<file path="config.mk">
export PLATFORM = sky130hd
export DESIGN_NAME = charger_config_settings_bank
export DESIGN_NICKNAME = d
export VERILOG_FILES = /design/src/pkg/charger_cfg_pkg.sv /design/src/rtl/telemetry_pacer.sv /design/src/rtl/charger_config_settings_bank.sv
export SDC_FILE = /design/constraint.sdc
export NUM_CORES = 1
export LEC_CHECK = 0
export ABC_AREA = 1
export ABC_CLOCK_PERIOD_IN_PS = 2580
export BUFFER_PORTS_ARGS = -buffer_cell sky130_fd_sc_hd__buf_4
export CORE_MARGIN = 2
export CORE_UTILIZATION = 57
export CTS_BUF_LIST = sky130_fd_sc_hd__clkbuf_4 sky130_fd_sc_hd__clkbuf_8
export DETAILED_ROUTE_END_ITERATION = 7
export PLACE_DENSITY = 0.8
export SETUP_SLACK_MARGIN = 0.2
export SYNTH_ARGS = -nofsm -noshare
export SYNTH_HDL_FRONTEND = slang
export SYNTH_SLANG_ARGS = --single-unit
</file>
<file path="constraint.sdc">
create_clock -name clock_i -period 2.58 [get_ports clock_i]
set_input_delay 0.516 -clock clock_i [delete_from_list [all_inputs] [get_ports clock_i]]
set_output_delay 0.516 -clock clock_i [all_outputs]
set_load 0.01 [all_outputs]
</file>
<file path="src/pkg/charger_cfg_pkg.sv">
// Purpose: constants shared by the charger configuration bank
// Assumes: 8-bit command codes, 16-bit register data words
// Notes:   values after reset and counts of cycles live here
`default_nettype none
package charger_cfg_pkg;
    // =========================================================
    // register command codes
    localparam logic [7:0] ADDR_SYSTEM_CONFIG  = 8'h14;
    localparam logic [7:0] ADDR_INPUT_CUR_CAP  = 8'h15;
    localparam logic [7:0] ADDR_INPUT_V_FLOOR  = 8'h16;
    localparam logic [7:0] ADDR_STORAGE_ARM    = 8'h19;
    localparam logic [7:0] ADDR_CHARGE_CUR     = 8'h1A;
    localparam logic [7:0] ADDR_CHARGE_VOLT    = 8'h1B;
    localparam logic [7:0] ADDR_TAPER_THRESH   = 8'h1C;
    // =========================================================
    // field widths
    localparam int SYSCFG_W = 6;
    localparam int CUR_CAP_W = 6;
    localparam int V_FLOOR_W = 8;
    localparam int CHG_CUR_W = 5;
    localparam int CHG_VOLT_W = 6;
    // =========================================================
    // system configuration bit positions
    localparam int BIT_EQUALIZE_REQ  = 0;
    localparam int BIT_TRACK_EN      = 1;
    localparam int BIT_TELEM_ALWAYS  = 2;
    localparam int BIT_TELEM_FAST    = 3;
    localparam int BIT_RES_MEAS_REQ  = 4;
    localparam int BIT_HALT_CHARGE   = 5;
    // =========================================================
    // values after reset
    localparam logic [5:0]  RST_SYSCFG      = 6'h00;
    localparam logic [5:0]  RST_CUR_CAP     = 6'h3F;
    localparam logic [7:0]  RST_V_FLOOR     = 8'h1F;
    localparam logic [15:0] RST_STORAGE_ARM = 16'h0000;
    localparam logic [4:0]  RST_CHG_CUR     = 5'h1F;
    localparam logic [5:0]  RST_CHG_VOLT    = 6'h15;
    localparam logic [15:0] RST_TAPER       = 16'h0888;
    localparam logic [15:0] STORAGE_ARM_KEY = 16'h534D;
    // =========================================================
    // telemetry timing at 200 MHz
    localparam longint CLK_HZ        = 200000000;
    localparam longint TEL_FAST_MS   = 11;
    localparam longint TEL_SLOW_S    = 5;
    localparam longint TEL_FAST_CYC  = CLK_HZ * TEL_FAST_MS / 1000;
    localparam longint TEL_SLOW_CYC  = CLK_HZ * TEL_SLOW_S;
endpackage
`default_nettype wire

</file>
<file path="src/rtl/telemetry_pacer.sv">
// Purpose: periodic measurement trigger
// Assumes: period inputs are constant while enabled
// Notes:   pulse is one clock wide
`default_nettype none
module telemetry_pacer #(
    parameter int CNT_W = 32
) (
    input  wire logic             clock_i,
    input  wire logic             rst_n_i,
    input  wire logic             run_i,
    input  wire logic [CNT_W-1:0] period_i,
    output logic                  tick_o
);
    logic [CNT_W-1:0] count;

    always_ff @(posedge clock_i or negedge rst_n_i) begin
        if (!rst_n_i) begin
            count  <= '0;
            tick_o <= 1'b0;
        end else if (!run_i) begin
            count  <= '0;
            tick_o <= 1'b0;
        end else if (count >= period_i - CNT_W'(1)) begin
            count  <= '0;
            tick_o <= 1'b1;
        end else begin
            count  <= count + CNT_W'(1);
            tick_o <= 1'b0;
        end
    end
endmodule
`default_nettype wire

</file>
<file path="src/rtl/charger_config_settings_bank.sv">
// Purpose: configuration register slice of a lead-acid charger
// Assumes: host bridge delivers one-cycle write/read strobes
// Notes:   analog loops sit outside; dac values are driven out
//
// Function
// - resistance request starts measure at charge start, or now if charging
// - fast rate bit gives 11ms telemetry; else 5s when not charging
// - always-on bit keeps telemetry running even on battery alone
// - tracking enable lets tracking drive the undervoltage dac
// - equalize request runs or queues equalize after absorb ends
// - equalize request self-clears on timeout, halt, or power cycle
// - host writing zero to equalize request cancels pending or running
// - input current cap 6 bits at 0x15, reset 63
// - input voltage floor 8 bits at 0x16, reset 31
// - tracking result overrides floor at the dac; reads return the floor
// - writing key to arm register arms ship mode, effective below 1V
// - charge current target 5 bits at 0x1A, reset 31
// - current dac follows target unless thermal regulation reduces it
// - charge voltage target 6 bits at 0x1B, reset 21
// - voltage dac follows target unless temperature compensation alters
// - signed taper threshold at 0x1C, reset 2184, ends absorb
// - config bit 5 halts charging while set
`default_nettype none
module charger_config_settings_bank
    import charger_cfg_pkg::*;
(
    input  wire logic        clock_i,
    input  wire logic        rst_n_i,
    // register access from the serial bridge
    input  wire logic        wr_en_i,
    input  wire logic        rd_en_i,
    input  wire logic [7:0]  addr_i,
    input  wire logic [15:0] wr_data_i,
    output logic      [15:0] rd_data_o,
    output logic             rd_valid_o,
    // charge state machine context
    input  wire logic        charging_i,
    input  wire logic        charge_start_i,
    input  wire logic        in_absorb_i,
    input  wire logic        absorb_timeout_i,
    input  wire logic        equalize_timeout_i,
    input  wire logic signed [15:0] battery_current_i,
    input  wire logic        input_power_i,
    input  wire logic        vin_below_1v_i,
    input  wire logic        thermal_reg_i,
    input  wire logic [4:0]  thermal_limit_i,
    input  wire logic        temp_comp_en_i,
    input  wire logic [5:0]  temp_comp_volt_i,
    input  wire logic [7:0]  tracking_floor_i,
    // controls toward the charger
    output logic             halt_charge_o,
    output logic             res_measure_o,
    output logic             telemetry_tick_o,
    output logic             equalize_run_o,
    output logic             absorb_done_o,
    output logic             ship_mode_o,
    output logic      [5:0]  current_cap_dac_o,
    output logic      [7:0]  undervolt_dac_o,
    output logic      [4:0]  charge_cur_dac_o,
    output logic      [5:0]  charge_volt_dac_o
);
    // =========================================================
    // pin synchronisers for slow external levels
    logic vin_low_s1;
    logic vin_low;
    logic pwr_s1;
    logic pwr;

    always_ff @(posedge clock_i or negedge rst_n_i) begin
        if (!rst_n_i) begin
            vin_low_s1 <= 1'b0;
            vin_low    <= 1'b0;
            pwr_s1     <= 1'b0;
            pwr        <= 1'b0;
        end else begin
            vin_low_s1 <= vin_below_1v_i;
            vin_low    <= vin_low_s1;
            pwr_s1     <= input_power_i;
            pwr        <= pwr_s1;
        end
    end

    // =========================================================
    // register storage
    logic [5:0]  sys_cfg;
    logic [5:0]  input_current_cap;
    logic [7:0]  input_voltage_floor;
    logic [15:0] storage_mode_arm;
    logic [4:0]  charge_current_target;
    logic [5:0]  charge_voltage_target;
    logic signed [15:0] taper_current_threshold;
    logic        wr_cfg;
    logic        taper_hit;
    logic        absorb_end;

    typedef enum logic [1:0] {
        EQ_IDLE    = 2'b00,
        EQ_QUEUED  = 2'b01,
        EQ_RUNNING = 2'b10
    } eq_state_t;

    logic [SYSCFG_W-1:1] cfg_upper;
    logic                eq_req;
    logic                eq_cancel;
    eq_state_t           eq_state;

    assign sys_cfg    = {cfg_upper, eq_req};
    assign wr_cfg     = wr_en_i && (addr_i == ADDR_SYSTEM_CONFIG);
    // absorb ends on its timer or on battery current under threshold
    assign taper_hit  = battery_current_i < taper_current_threshold;
    assign absorb_end = in_absorb_i && (absorb_timeout_i || taper_hit);

    // plain bits of the system configuration register
    always_ff @(posedge clock_i or negedge rst_n_i) begin
        if (!rst_n_i) begin
            cfg_upper <= RST_SYSCFG[SYSCFG_W-1:1];
        end else if (wr_cfg) begin
            cfg_upper <= wr_data_i[SYSCFG_W-1:1];
        end
    end

    // equalize request: host set/clear, self clear on end or halt
    always_ff @(posedge clock_i or negedge rst_n_i) begin
        if (!rst_n_i) begin
            eq_req <= 1'b0;
        end else if (wr_cfg) begin
            eq_req <= wr_data_i[BIT_EQUALIZE_REQ];
        end else if ((equalize_run_o && equalize_timeout_i)
                     || sys_cfg[BIT_HALT_CHARGE]) begin
            eq_req <= 1'b0;
        end
    end

    // equalize phase: queued on request, started when absorb ends
    // a cleared request, or a host write of zero, drops any phase
    assign eq_cancel = !eq_req
                       || (wr_cfg && !wr_data_i[BIT_EQUALIZE_REQ]);

    always_ff @(posedge clock_i or negedge rst_n_i) begin
        if (!rst_n_i) begin
            absorb_done_o <= 1'b0;
        end else begin
            absorb_done_o <= absorb_end;
        end
    end

    always_ff @(posedge clock_i or negedge rst_n_i) begin
        if (!rst_n_i) begin
            eq_state       <= EQ_IDLE;
            equalize_run_o <= 1'b0;
        end else if (eq_cancel) begin
            eq_state       <= EQ_IDLE;
            equalize_run_o <= 1'b0;
        end else begin
            case (eq_state)
                EQ_IDLE, EQ_QUEUED: begin
                    if (absorb_end) begin
                        eq_state       <= EQ_RUNNING;
                        equalize_run_o <= 1'b1;
                    end else begin
                        eq_state       <= EQ_QUEUED;
                        equalize_run_o <= 1'b0;
                    end
                end
                EQ_RUNNING: begin
                    if (equalize_timeout_i) begin
                        eq_state       <= EQ_IDLE;
                        equalize_run_o <= 1'b0;
                    end
                end
                default: begin
                    eq_state       <= EQ_IDLE;
                    equalize_run_o <= 1'b0;
                end
            endcase
        end
    end

    // value registers
    always_ff @(posedge clock_i or negedge rst_n_i) begin
        if (!rst_n_i) begin
            input_current_cap       <= RST_CUR_CAP;
            input_voltage_floor     <= RST_V_FLOOR;
            storage_mode_arm        <= RST_STORAGE_ARM;
            charge_current_target   <= RST_CHG_CUR;
            charge_voltage_target   <= RST_CHG_VOLT;
            taper_current_threshold <= RST_TAPER;
        end else if (wr_en_i) begin
            case (addr_i)
                ADDR_INPUT_CUR_CAP:
                    input_current_cap <= wr_data_i[CUR_CAP_W-1:0];
                ADDR_INPUT_V_FLOOR:
                    input_voltage_floor <= wr_data_i[V_FLOOR_W-1:0];
                ADDR_STORAGE_ARM:
                    storage_mode_arm <= wr_data_i;
                ADDR_CHARGE_CUR:
                    charge_current_target <= wr_data_i[CHG_CUR_W-1:0];
                ADDR_CHARGE_VOLT:
                    charge_voltage_target <= wr_data_i[CHG_VOLT_W-1:0];
                ADDR_TAPER_THRESH:
                    taper_current_threshold <= wr_data_i;
                default: begin
                end
            endcase
        end
    end

    // =========================================================
    // read back, narrow fields zero-extended
    always_ff @(posedge clock_i or negedge rst_n_i) begin
        if (!rst_n_i) begin
            rd_data_o  <= 16'h0000;
            rd_valid_o <= 1'b0;
        end else begin
            rd_valid_o <= rd_en_i;
            if (rd_en_i) begin
                case (addr_i)
                    ADDR_SYSTEM_CONFIG:
                        rd_data_o <= {10'h000, sys_cfg};
                    ADDR_INPUT_CUR_CAP:
                        rd_data_o <= {10'h000, input_current_cap};
                    ADDR_INPUT_V_FLOOR:
                        rd_data_o <= {8'h00, input_voltage_floor};
                    ADDR_STORAGE_ARM:
                        rd_data_o <= storage_mode_arm;
                    ADDR_CHARGE_CUR:
                        rd_data_o <= {11'h000, charge_current_target};
                    ADDR_CHARGE_VOLT:
                        rd_data_o <= {10'h000, charge_voltage_target};
                    ADDR_TAPER_THRESH:
                        rd_data_o <= taper_current_threshold;
                    default:
                        rd_data_o <= 16'h0000;
                endcase
            end
        end
    end

    // =========================================================
    // control outputs and active dac values
    always_ff @(posedge clock_i or negedge rst_n_i) begin
        if (!rst_n_i) begin
            halt_charge_o     <= 1'b0;
            ship_mode_o       <= 1'b0;
            current_cap_dac_o <= RST_CUR_CAP;
            undervolt_dac_o   <= RST_V_FLOOR;
            charge_cur_dac_o  <= RST_CHG_CUR;
            charge_volt_dac_o <= RST_CHG_VOLT;
        end else begin
            halt_charge_o <= sys_cfg[BIT_HALT_CHARGE];
            ship_mode_o   <= (storage_mode_arm == STORAGE_ARM_KEY)
                             && vin_low;
            current_cap_dac_o <= input_current_cap;
            if (sys_cfg[BIT_TRACK_EN])
                undervolt_dac_o <= tracking_floor_i;
            else
                undervolt_dac_o <= input_voltage_floor;
            if (thermal_reg_i && thermal_limit_i < charge_current_target)
                charge_cur_dac_o <= thermal_limit_i;
            else
                charge_cur_dac_o <= charge_current_target;
            if (temp_comp_en_i)
                charge_volt_dac_o <= temp_comp_volt_i;
            else
                charge_volt_dac_o <= charge_voltage_target;
        end
    end

    // =========================================================
    // battery resistance measurement trigger, then self clear
    logic res_armed;

    always_ff @(posedge clock_i or negedge rst_n_i) begin
        if (!rst_n_i) begin
            res_armed     <= 1'b0;
            res_measure_o <= 1'b0;
        end else begin
            res_measure_o <= 1'b0;
            if (wr_cfg && wr_data_i[BIT_RES_MEAS_REQ])
                res_armed <= 1'b1;
            else if (res_armed && (charging_i || charge_start_i)) begin
                res_armed     <= 1'b0;
                res_measure_o <= 1'b1;
            end
        end
    end

    // =========================================================
    // telemetry pacing
    logic        tel_run;
    logic        tel_fast;
    logic [31:0] tel_period;

    // on with input power, or always when forced on
    assign tel_run = pwr || sys_cfg[BIT_TELEM_ALWAYS];
    assign tel_fast = sys_cfg[BIT_TELEM_FAST] || charging_i;
    assign tel_period = tel_fast ? 32'(TEL_FAST_CYC)
                                 : 32'(TEL_SLOW_CYC);

    telemetry_pacer #(
        .CNT_W (32)
    ) u_pacer (
        .clock_i  (clock_i),
        .rst_n_i  (rst_n_i),
        .run_i    (tel_run),
        .period_i (tel_period),
        .tick_o   (telemetry_tick_o)
    );
endmodule
`default_nettype wire

</file>
==> impl_metrics.json, run 1 <==
{
  "layout.core_utilization": 0.721,
  "cp.arrival_ns": 2.74,
  "worst-slew-pin-transition_ns": 0.689,
  "slew_headroom": 0.541,
  "synth-edff-count": 0,
  "clock_sink_count": 149,
  "dieArea_sq_mm": 0.0140,
  "grt_max_degree": 66,
  "critical_path_class": "reg2reg",
  "final_nets": 1152,
  "worst_setup_path_startpoint": "cfg_upper[3]",
  "setup_viol": 0,
  "critical_path.reg2reg.endpoint": "u_pacer.count[2]",
  "post_synthesis_register_bit_count": 149,
  "path_buf_inv": 5,
  "outcome": "completed",
  "initial_cell_density_of_the_core": 0.588,
  "final_area_sq_mm": 0.00914,
  "placeableCoreArea_sq_mm": 0.0127,
  "gp_routability_congestion": 0.945,
  "globalRouteTotalUtil": 0.272,
  "syn-num-nets": 1014,
  "reg2reg_setup_slack_ns": 0.19,
  "grt_antenna_before_repair": 0,
  "clk_root_buffer_cell": "sky130_fd_sc_hd__clkbuf_8",
  "clock.fmax_mhz": 419,
  "ir_drop_uv": 297,
  "antennaDiodeCount": 0,
  "async_reset_ff_frac": 1.00,
  "number_of_global_route_vias_before_repair": 6177,
  "hold_path_class": "in2async",
  "wl_per_cell_um": 14.9,
  "place.port_buffers": 119,
  "synth.most_common_cell": "sky130_fd_sc_hd__nand2_1",
  "crit_top_cell": "sky130_fd_sc_hd__buf_4",
  "timing.critical_path.required_ns": 2.93,
  "period_minus_slack_ns": 2.39,
  "max-clock-path-buffers": 2,
  "post_dp_cell_area_sq_mm": 0.00859,
  "synth.cells.most_frequent": "sky130_fd_sc_hd__nand2_1, sky130_fd_sc_hd__inv_1, sky130_fd_sc_hd__dfrtp_1",
  "yosys.area.top_type": "sky130_fd_sc_hd__dfrtp_1",
  "area_growth_syn_to_layout_pct": 22.6,
  "crit_path_cell_trace": "nor2_4 -> clkinvlp_4 -> buf_4 -> buf_4 -> buf_4 -> ha_1 -> nand2_1 -> o21ai_1 -> nand3_1 -> nand2_1 -> nand3_2 -> nand2_4 -> clkbuf_16 -> nor2_1",
  "grt_first_pass_wirelength_mm": 30.0,
  "synth.area.top_cells": "sky130_fd_sc_hd__dfrtp_1, sky130_fd_sc_hd__dfstp_2, sky130_fd_sc_hd__nand2_1",
  "whs_ns": 0.0531,
  "drt_drc_violations_left": 0,
  "worstRegToRegCells": 14,
  "worst_skew_pair.late_latency_ns": 0.45,
  "drt.antenna.violating_nets": 0,
  "drt-pass1-iter-count": 5,
  "synthesis.area_sq_mm": 0.00746,
  "worstSetupStartpointType": "register",
  "row_count": 41,
  "critPathTopFamily": "buffers and inverters",
  "number_of_placed_i_o_pins": 120,
  "detail_route.vias_per_cell": 5.34,
  "synth-seq-area-share": 0.507,
  "powerDensity_mw_per_mm2": 497,
  "number_of_failing_hold_endpoints_at_the_final_stage": 0,
  "dominantRegCellSynth": "sky130_fd_sc_hd__dfrtp_1",
  "timing.final.crit_share": 0.925,
  "setup.worst_path.end_class": "register",
  "yosys.area.top_type_share": 0.362,
  "worst_path_max_delay_cell": "sky130_fd_sc_hd__dfrtp_1",
  "postCtsHoldBufs": 0,
  "skew_ns": 0.0108,
  "filler_cell_count": 984,
  "wirelength_mm": 18.4,
  "post_synth_inst_count": 910,
  "worstPathMaxFanout": 6,
  "endpoint": "u_pacer.count[2]",
  "detailroute.via_count": 6590,
  "rsz0062_at_grt": "yes",
  "cellLeakagePower_nw": 4.31,
  "worst_setup_hold_path_clk_slew_ns": 0.08,
  "gr-total-overflow": 0,
  "post-dp-hpwl_mm": 13.5,
  "count_of_synthesis_stage_warnings_from_yosys": 0,
  "clock_tree_from_tritoncts": "yes",
  "dr.first_iter.drc_count": 425,
  "ctsHtreeMaxLevel": 4,
  "synthesis.area_per_instance_sq_um": 8.19,
  "cp.depth": 14,
  "layout-drive-gt1-share": 0.235,
  "cts-buffers-inserted": 17,
  "dieHeight_um": 118,
  "critical_path.max_stage_delay_ns": 0.42,
  "rr_startpoint": "cfg_upper[3]",
  "finalSetupTns_ns": 0,
  "dieWidth_um": 118,
  "max_cap_violations": 0,
  "synth.distinct_cells": 44,
  "final_max_slew_viol_count": 0
}
-- cell type report --
| type | instances | area (sq um) | area share |
|---|---|---|---|
| Multi-Input combinational cell | 624 | 3220 | 0.353 |
| Clock buffer | 23 | 279 | 0.0305 |
| Sequential cell | 149 | 3780 | 0.414 |
| Tap cell | 172 | 215 | 0.0236 |
| Clock inverter | 9 | 58.8 | 0.00644 |
| Inverter | 112 | 424 | 0.0464 |
| Timing Repair Buffer | 144 | 1160 | 0.127 |
-- registers in the layout, summed over array words and instances, names as in the netlist, 6 cells and up --
signal / count
taper_current_threshold: 16
rd_data_o: 16
storage_mode_arm: 16
input_current_cap: 6
undervolt_dac_o: 8
input_voltage_floor: 8
charge_volt_dac_o: 6
u_pacer.count: 32
charge_voltage_target: 6
current_cap_dac_o: 6
-- placed cells by master, fill, tap and decap left out, types with 7 or more instances in the layout --
cell	Yosys	layout
sky130_fd_sc_hd__a21oi_1	24	24
sky130_fd_sc_hd__buf_4	0	134
sky130_fd_sc_hd__clkbuf_8	0	17
sky130_fd_sc_hd__dfrtp_1	108	108
sky130_fd_sc_hd__dfstp_2	41	41
sky130_fd_sc_hd__ha_1	32	28
sky130_fd_sc_hd__inv_1	109	108
sky130_fd_sc_hd__nand2_1	253	253
sky130_fd_sc_hd__nand3_1	48	47
sky130_fd_sc_hd__nand4_1	16	16
sky130_fd_sc_hd__nor2_1	73	73
sky130_fd_sc_hd__nor2_2	7	7
sky130_fd_sc_hd__nor3_1	14	14
sky130_fd_sc_hd__o21ai_0	99	99
sky130_fd_sc_hd__o22ai_1	7	7
-- how the worst min path moves through the flow --
stage	depth (start not counted)	slack [ns]	to
CTS	1	0.04	cfg_upper[3]
detailed placement	0	0.34	vin_low
finish	1	0.05	cfg_upper[3]
floorplan	0	0.22	absorb_done_o
global route	1	0.08	cfg_upper[2]
global placement	0	0.33	pwr
-- report_power, final --
part           internal (mW)  total (mW)  switching, mW
logic                  0.213       0.477          0.265
registers               2.44        2.49         0.0528
clock network          0.722        1.57          0.848
-- timing repair --
item / in CTS / in global routing
setup endpoints to repair: 0 / 31
buffers inserted: 0 / 9
gates resized for setup: 0 / 17
-- routing by layer --
metal	routed length (um)	share of wire	track usage
met5	0	0	0
met4	357	0.019	0.0938
met3	1000	0.054	0.0531
met2	9150	0.50	0.445
met1	7890	0.43	0.364
-- metrics by stage --
step           setup WS, ns  instances  power [mW]
2_1_floorplan         0.377        910        2.72
3_3_place_gp         0.0918       1190        2.97
3_5_place_dp         0.0505       1190        2.99
4_1_cts               0.203       1222        4.55
5_1_grt              0.0794       1233        4.74
6_report              0.193       1233        4.54
-- cell families after synthesis --
family                     count (synthesis)  synth area share
and+or+nand+nor                          436             0.252
AOI/OAI and AO/OA                        151             0.109
DFF                                      149             0.507
buffers and inverters                    137            0.0728
adders and majority gates                 32            0.0537
xor gates and xnor gates                   4           0.00470
other                                      1          0.000503
Power figures use the tool's default switching activity.
==> run 2, diff against run 1 <==
--- a/config.mk
+++ b/config.mk
@@ -8,10 +8,12 @@
 export ABC_AREA = 1
 export ABC_CLOCK_PERIOD_IN_PS = 2580
 export BUFFER_PORTS_ARGS = -buffer_cell sky130_fd_sc_hd__buf_4
+export CORE_ASPECT_RATIO = 1.25
 export CORE_MARGIN = 2
 export CORE_UTILIZATION = 57
 export CTS_BUF_LIST = sky130_fd_sc_hd__clkbuf_4 sky130_fd_sc_hd__clkbuf_8
 export DETAILED_ROUTE_END_ITERATION = 7
+export HOLD_SLACK_MARGIN = 0.15
 export PLACE_DENSITY = 0.8
 export SETUP_SLACK_MARGIN = 0.2
 export SYNTH_ARGS = -nofsm -noshare
==> run 2 against run 1 <==
Clock power grew 28%. Worst hold slack gained 0.12 ns. Non-clock buffer count is the same.
==> impl_metrics.json, run 2 (same netlist as run 1, synthesis figures left out) <==
{
  "clock_tree_from_tritoncts": "yes",
  "setup.worst_path.end_class": "register",
  "dieWidth_um": 106,
  "max-clock-path-buffers": 2,
  "worst_skew_pair.late_latency_ns": 0.47,
  "clk_root_buffer_cell": "sky130_fd_sc_hd__clkbuf_8",
  "hold_path_class": "in2reg",
  "slack_of_the_critical_path_ns": 0.330,
  "period_minus_slack_ns": 2.25,
  "finalSetupTns_ns": 0,
  "top_register": "u_pacer.count",
  "whs_ns": 0.170,
  "max_cap_violations": 0,
  "setup_viol": 0,
  "detailroute.via_count": 6605,
  "cp.arrival_ns": 2.59,
  "wirelength_mm": 18.8,
  "place.port_buffers": 119,
  "grt_antenna_before_repair": 0,
  "worst-slew-pin-transition_ns": 0.729,
  "drt_drc_violations_left": 0,
  "clock_sink_count": 149,
  "final_max_slew_viol_count": 0,
  "drt-pass1-iter-count": 5,
  "worst_setup_hold_path_clk_slew_ns": 0.08,
  "detail_route.vias_per_cell": 5.37,
  "clock.fmax_mhz": 445,
  "final_nets": 1152,
  "timing.final.crit_share": 0.872,
  "wl_per_cell_um": 15.3,
  "globalRouteTotalUtil": 0.285,
  "cts-buffers-inserted": 17,
  "worstPathMaxFanout": 15,
  "number_of_failing_hold_endpoints_at_the_final_stage": 0,
  "gr-total-overflow": 0,
  "critical_path_class": "reg2reg",
  "placement.setup.worst_slack_ns": 0.151,
  "worstSetupStartpointType": "register",
  "post-dp-hpwl_mm": 13.9,
  "layout_common_cells": "sky130_fd_sc_hd__nand2_1, sky130_fd_sc_hd__buf_4, sky130_fd_sc_hd__inv_1, sky130_fd_sc_hd__dfrtp_1, sky130_fd_sc_hd__o21ai_0",
  "mostFrequentLayoutCell": "sky130_fd_sc_hd__nand2_1",
  "ctsHtreeMaxLevel": 4,
  "grt_max_degree": 62,
  "drt.antenna.violating_nets": 0,
  "cellLeakagePower_nw": 4.35,
  "outcome": "completed",
  "powerDensity_mw_per_mm2": 545,
  "rsz0062_at_grt": "no",
  "filler_cell_count": 1031,
  "placeableCoreArea_sq_mm": 0.0127,
  "row_count": 46,
  "total_power_after_layout_mw": 4.97,
  "skew_ns": 0.0148,
  "timing.critical_path.required_ns": 2.93,
  "largest_register_ffs": 32,
  "number_of_global_route_vias_before_repair": 6388,
  "ir_drop_uv": 320,
  "grt_first_pass_wirelength_mm": 31.1,
  "area_growth_syn_to_layout_pct": 22.4,
  "dieArea_sq_mm": 0.0140,
  "dr.first_iter.drc_count": 436,
  "gp_routability_congestion": 0.918,
  "dieHeight_um": 132,
  "number_of_placed_i_o_pins": 120,
  "slew_headroom": 0.513,
  "antennaDiodeCount": 0,
  "layout-drive-gt1-share": 0.227,
  "initial_cell_density_of_the_core": 0.586
}
==> run 2: cell count changes in the layout (fill, tap and decap cells not counted), moves of 2 or more <==
cell                            before  now
sky130_fd_sc_hd__clkbuf_4            6    3
sky130_fd_sc_hd__buf_4             134  137
sky130_fd_sc_hd__buf_6               6    1
sky130_fd_sc_hd__bufinv_16           0    4
sky130_fd_sc_hd__clkinv_4            0    2
sky130_fd_sc_hd__ha_4                4    0
sky130_fd_sc_hd__clkinv_2            4    1
sky130_fd_sc_hd__ha_1               28   32
sky130_fd_sc_hd__dlygate4sd3_1       0    2
sky130_fd_sc_hd__clkinvlp_4          5    3
==> run 2: final cells by class <==
cell class	count	area [sq um]	share of cell area
repair buffers	144	1120	0.123
clock inverters	11	175	0.0192
inverters	112	424	0.0465
clock buffers	21	270	0.0296
multi-input cells	624	3140	0.344
well taps	168	210	0.0230
flip-flops and latches	149	3780	0.414
==> run 2: routing by layer <==
| metal | global-route usage | vias up | part of all wire |
|---|---|---|---|
| met5 | 0 | - | 0 |
| met4 | 0.135 | 0 | 0.037 |
| met3 | 0.0475 | 50 | 0.045 |
| met2 | 0.485 | 240 | 0.52 |
| met1 | 0.351 | 3082 | 0.40 |
| li1 | - | 3233 | - |
==> run 2: worst max-delay path, cell delays in order, from the launching register on <==
cell and delay [ns]:
sky130_fd_sc_hd__dfrtp_1 0.42, sky130_fd_sc_hd__nor2_4 0.15, sky130_fd_sc_hd__clkinvlp_4 0.16, sky130_fd_sc_hd__clkbuf_2 0.18, sky130_fd_sc_hd__buf_4 0.15, sky130_fd_sc_hd__ha_1 0.26
sky130_fd_sc_hd__nand2_1 0.05, sky130_fd_sc_hd__o21ai_1 0.15, sky130_fd_sc_hd__nand3_1 0.09, sky130_fd_sc_hd__nand2_1 0.08, sky130_fd_sc_hd__nand3_1 0.09, sky130_fd_sc_hd__nand2_2 0.14
sky130_fd_sc_hd__buf_12 0.16, sky130_fd_sc_hd__nor2_1 0.06
==> run 2: final timing paths <==
path / from / endpoint / slack (ns) / cells past startpoint
min: input_power_i / pwr_s1 / 0.17 / 1
max reg2reg: cfg_upper[3] / u_pacer.count[2] / 0.33 / 13
min reg2reg: vin_low_s1 / vin_low / 0.36 / 0
max in group asynchronous: rst_n_i / input_current_cap[3] / 1.24 / 3
max: cfg_upper[3] / u_pacer.count[2] / 0.33 / 13
min in group asynchronous: rst_n_i / u_pacer.count[18] / 0.58 / 2
==> run 2: what timing repair did <==
action / CTS / global route
hold endpoints to repair: 39 / 0
resized for setup: 0 / 2
endpoints found under the setup margin: 0 / 31
hold buffers: 2 / 0
buffers inserted: 0 / 5
==> run 2: report_power, final <==
group          internal (mW)  switching, mW
combinational          0.205          0.260
sequential              2.44         0.0517
clock                   1.12          0.892
total                   3.76           1.20
==> run 2: stage by stage <==
stage                      util  cell area, sq um  cells
after floorplan               -              7460    910
after global placement    0.677              8610   1190
after detailed placement  0.677              8610   1190
after CTS                 0.714              9080   1224
after global routing      0.717              9120   1229
final                     0.717              9120   1229
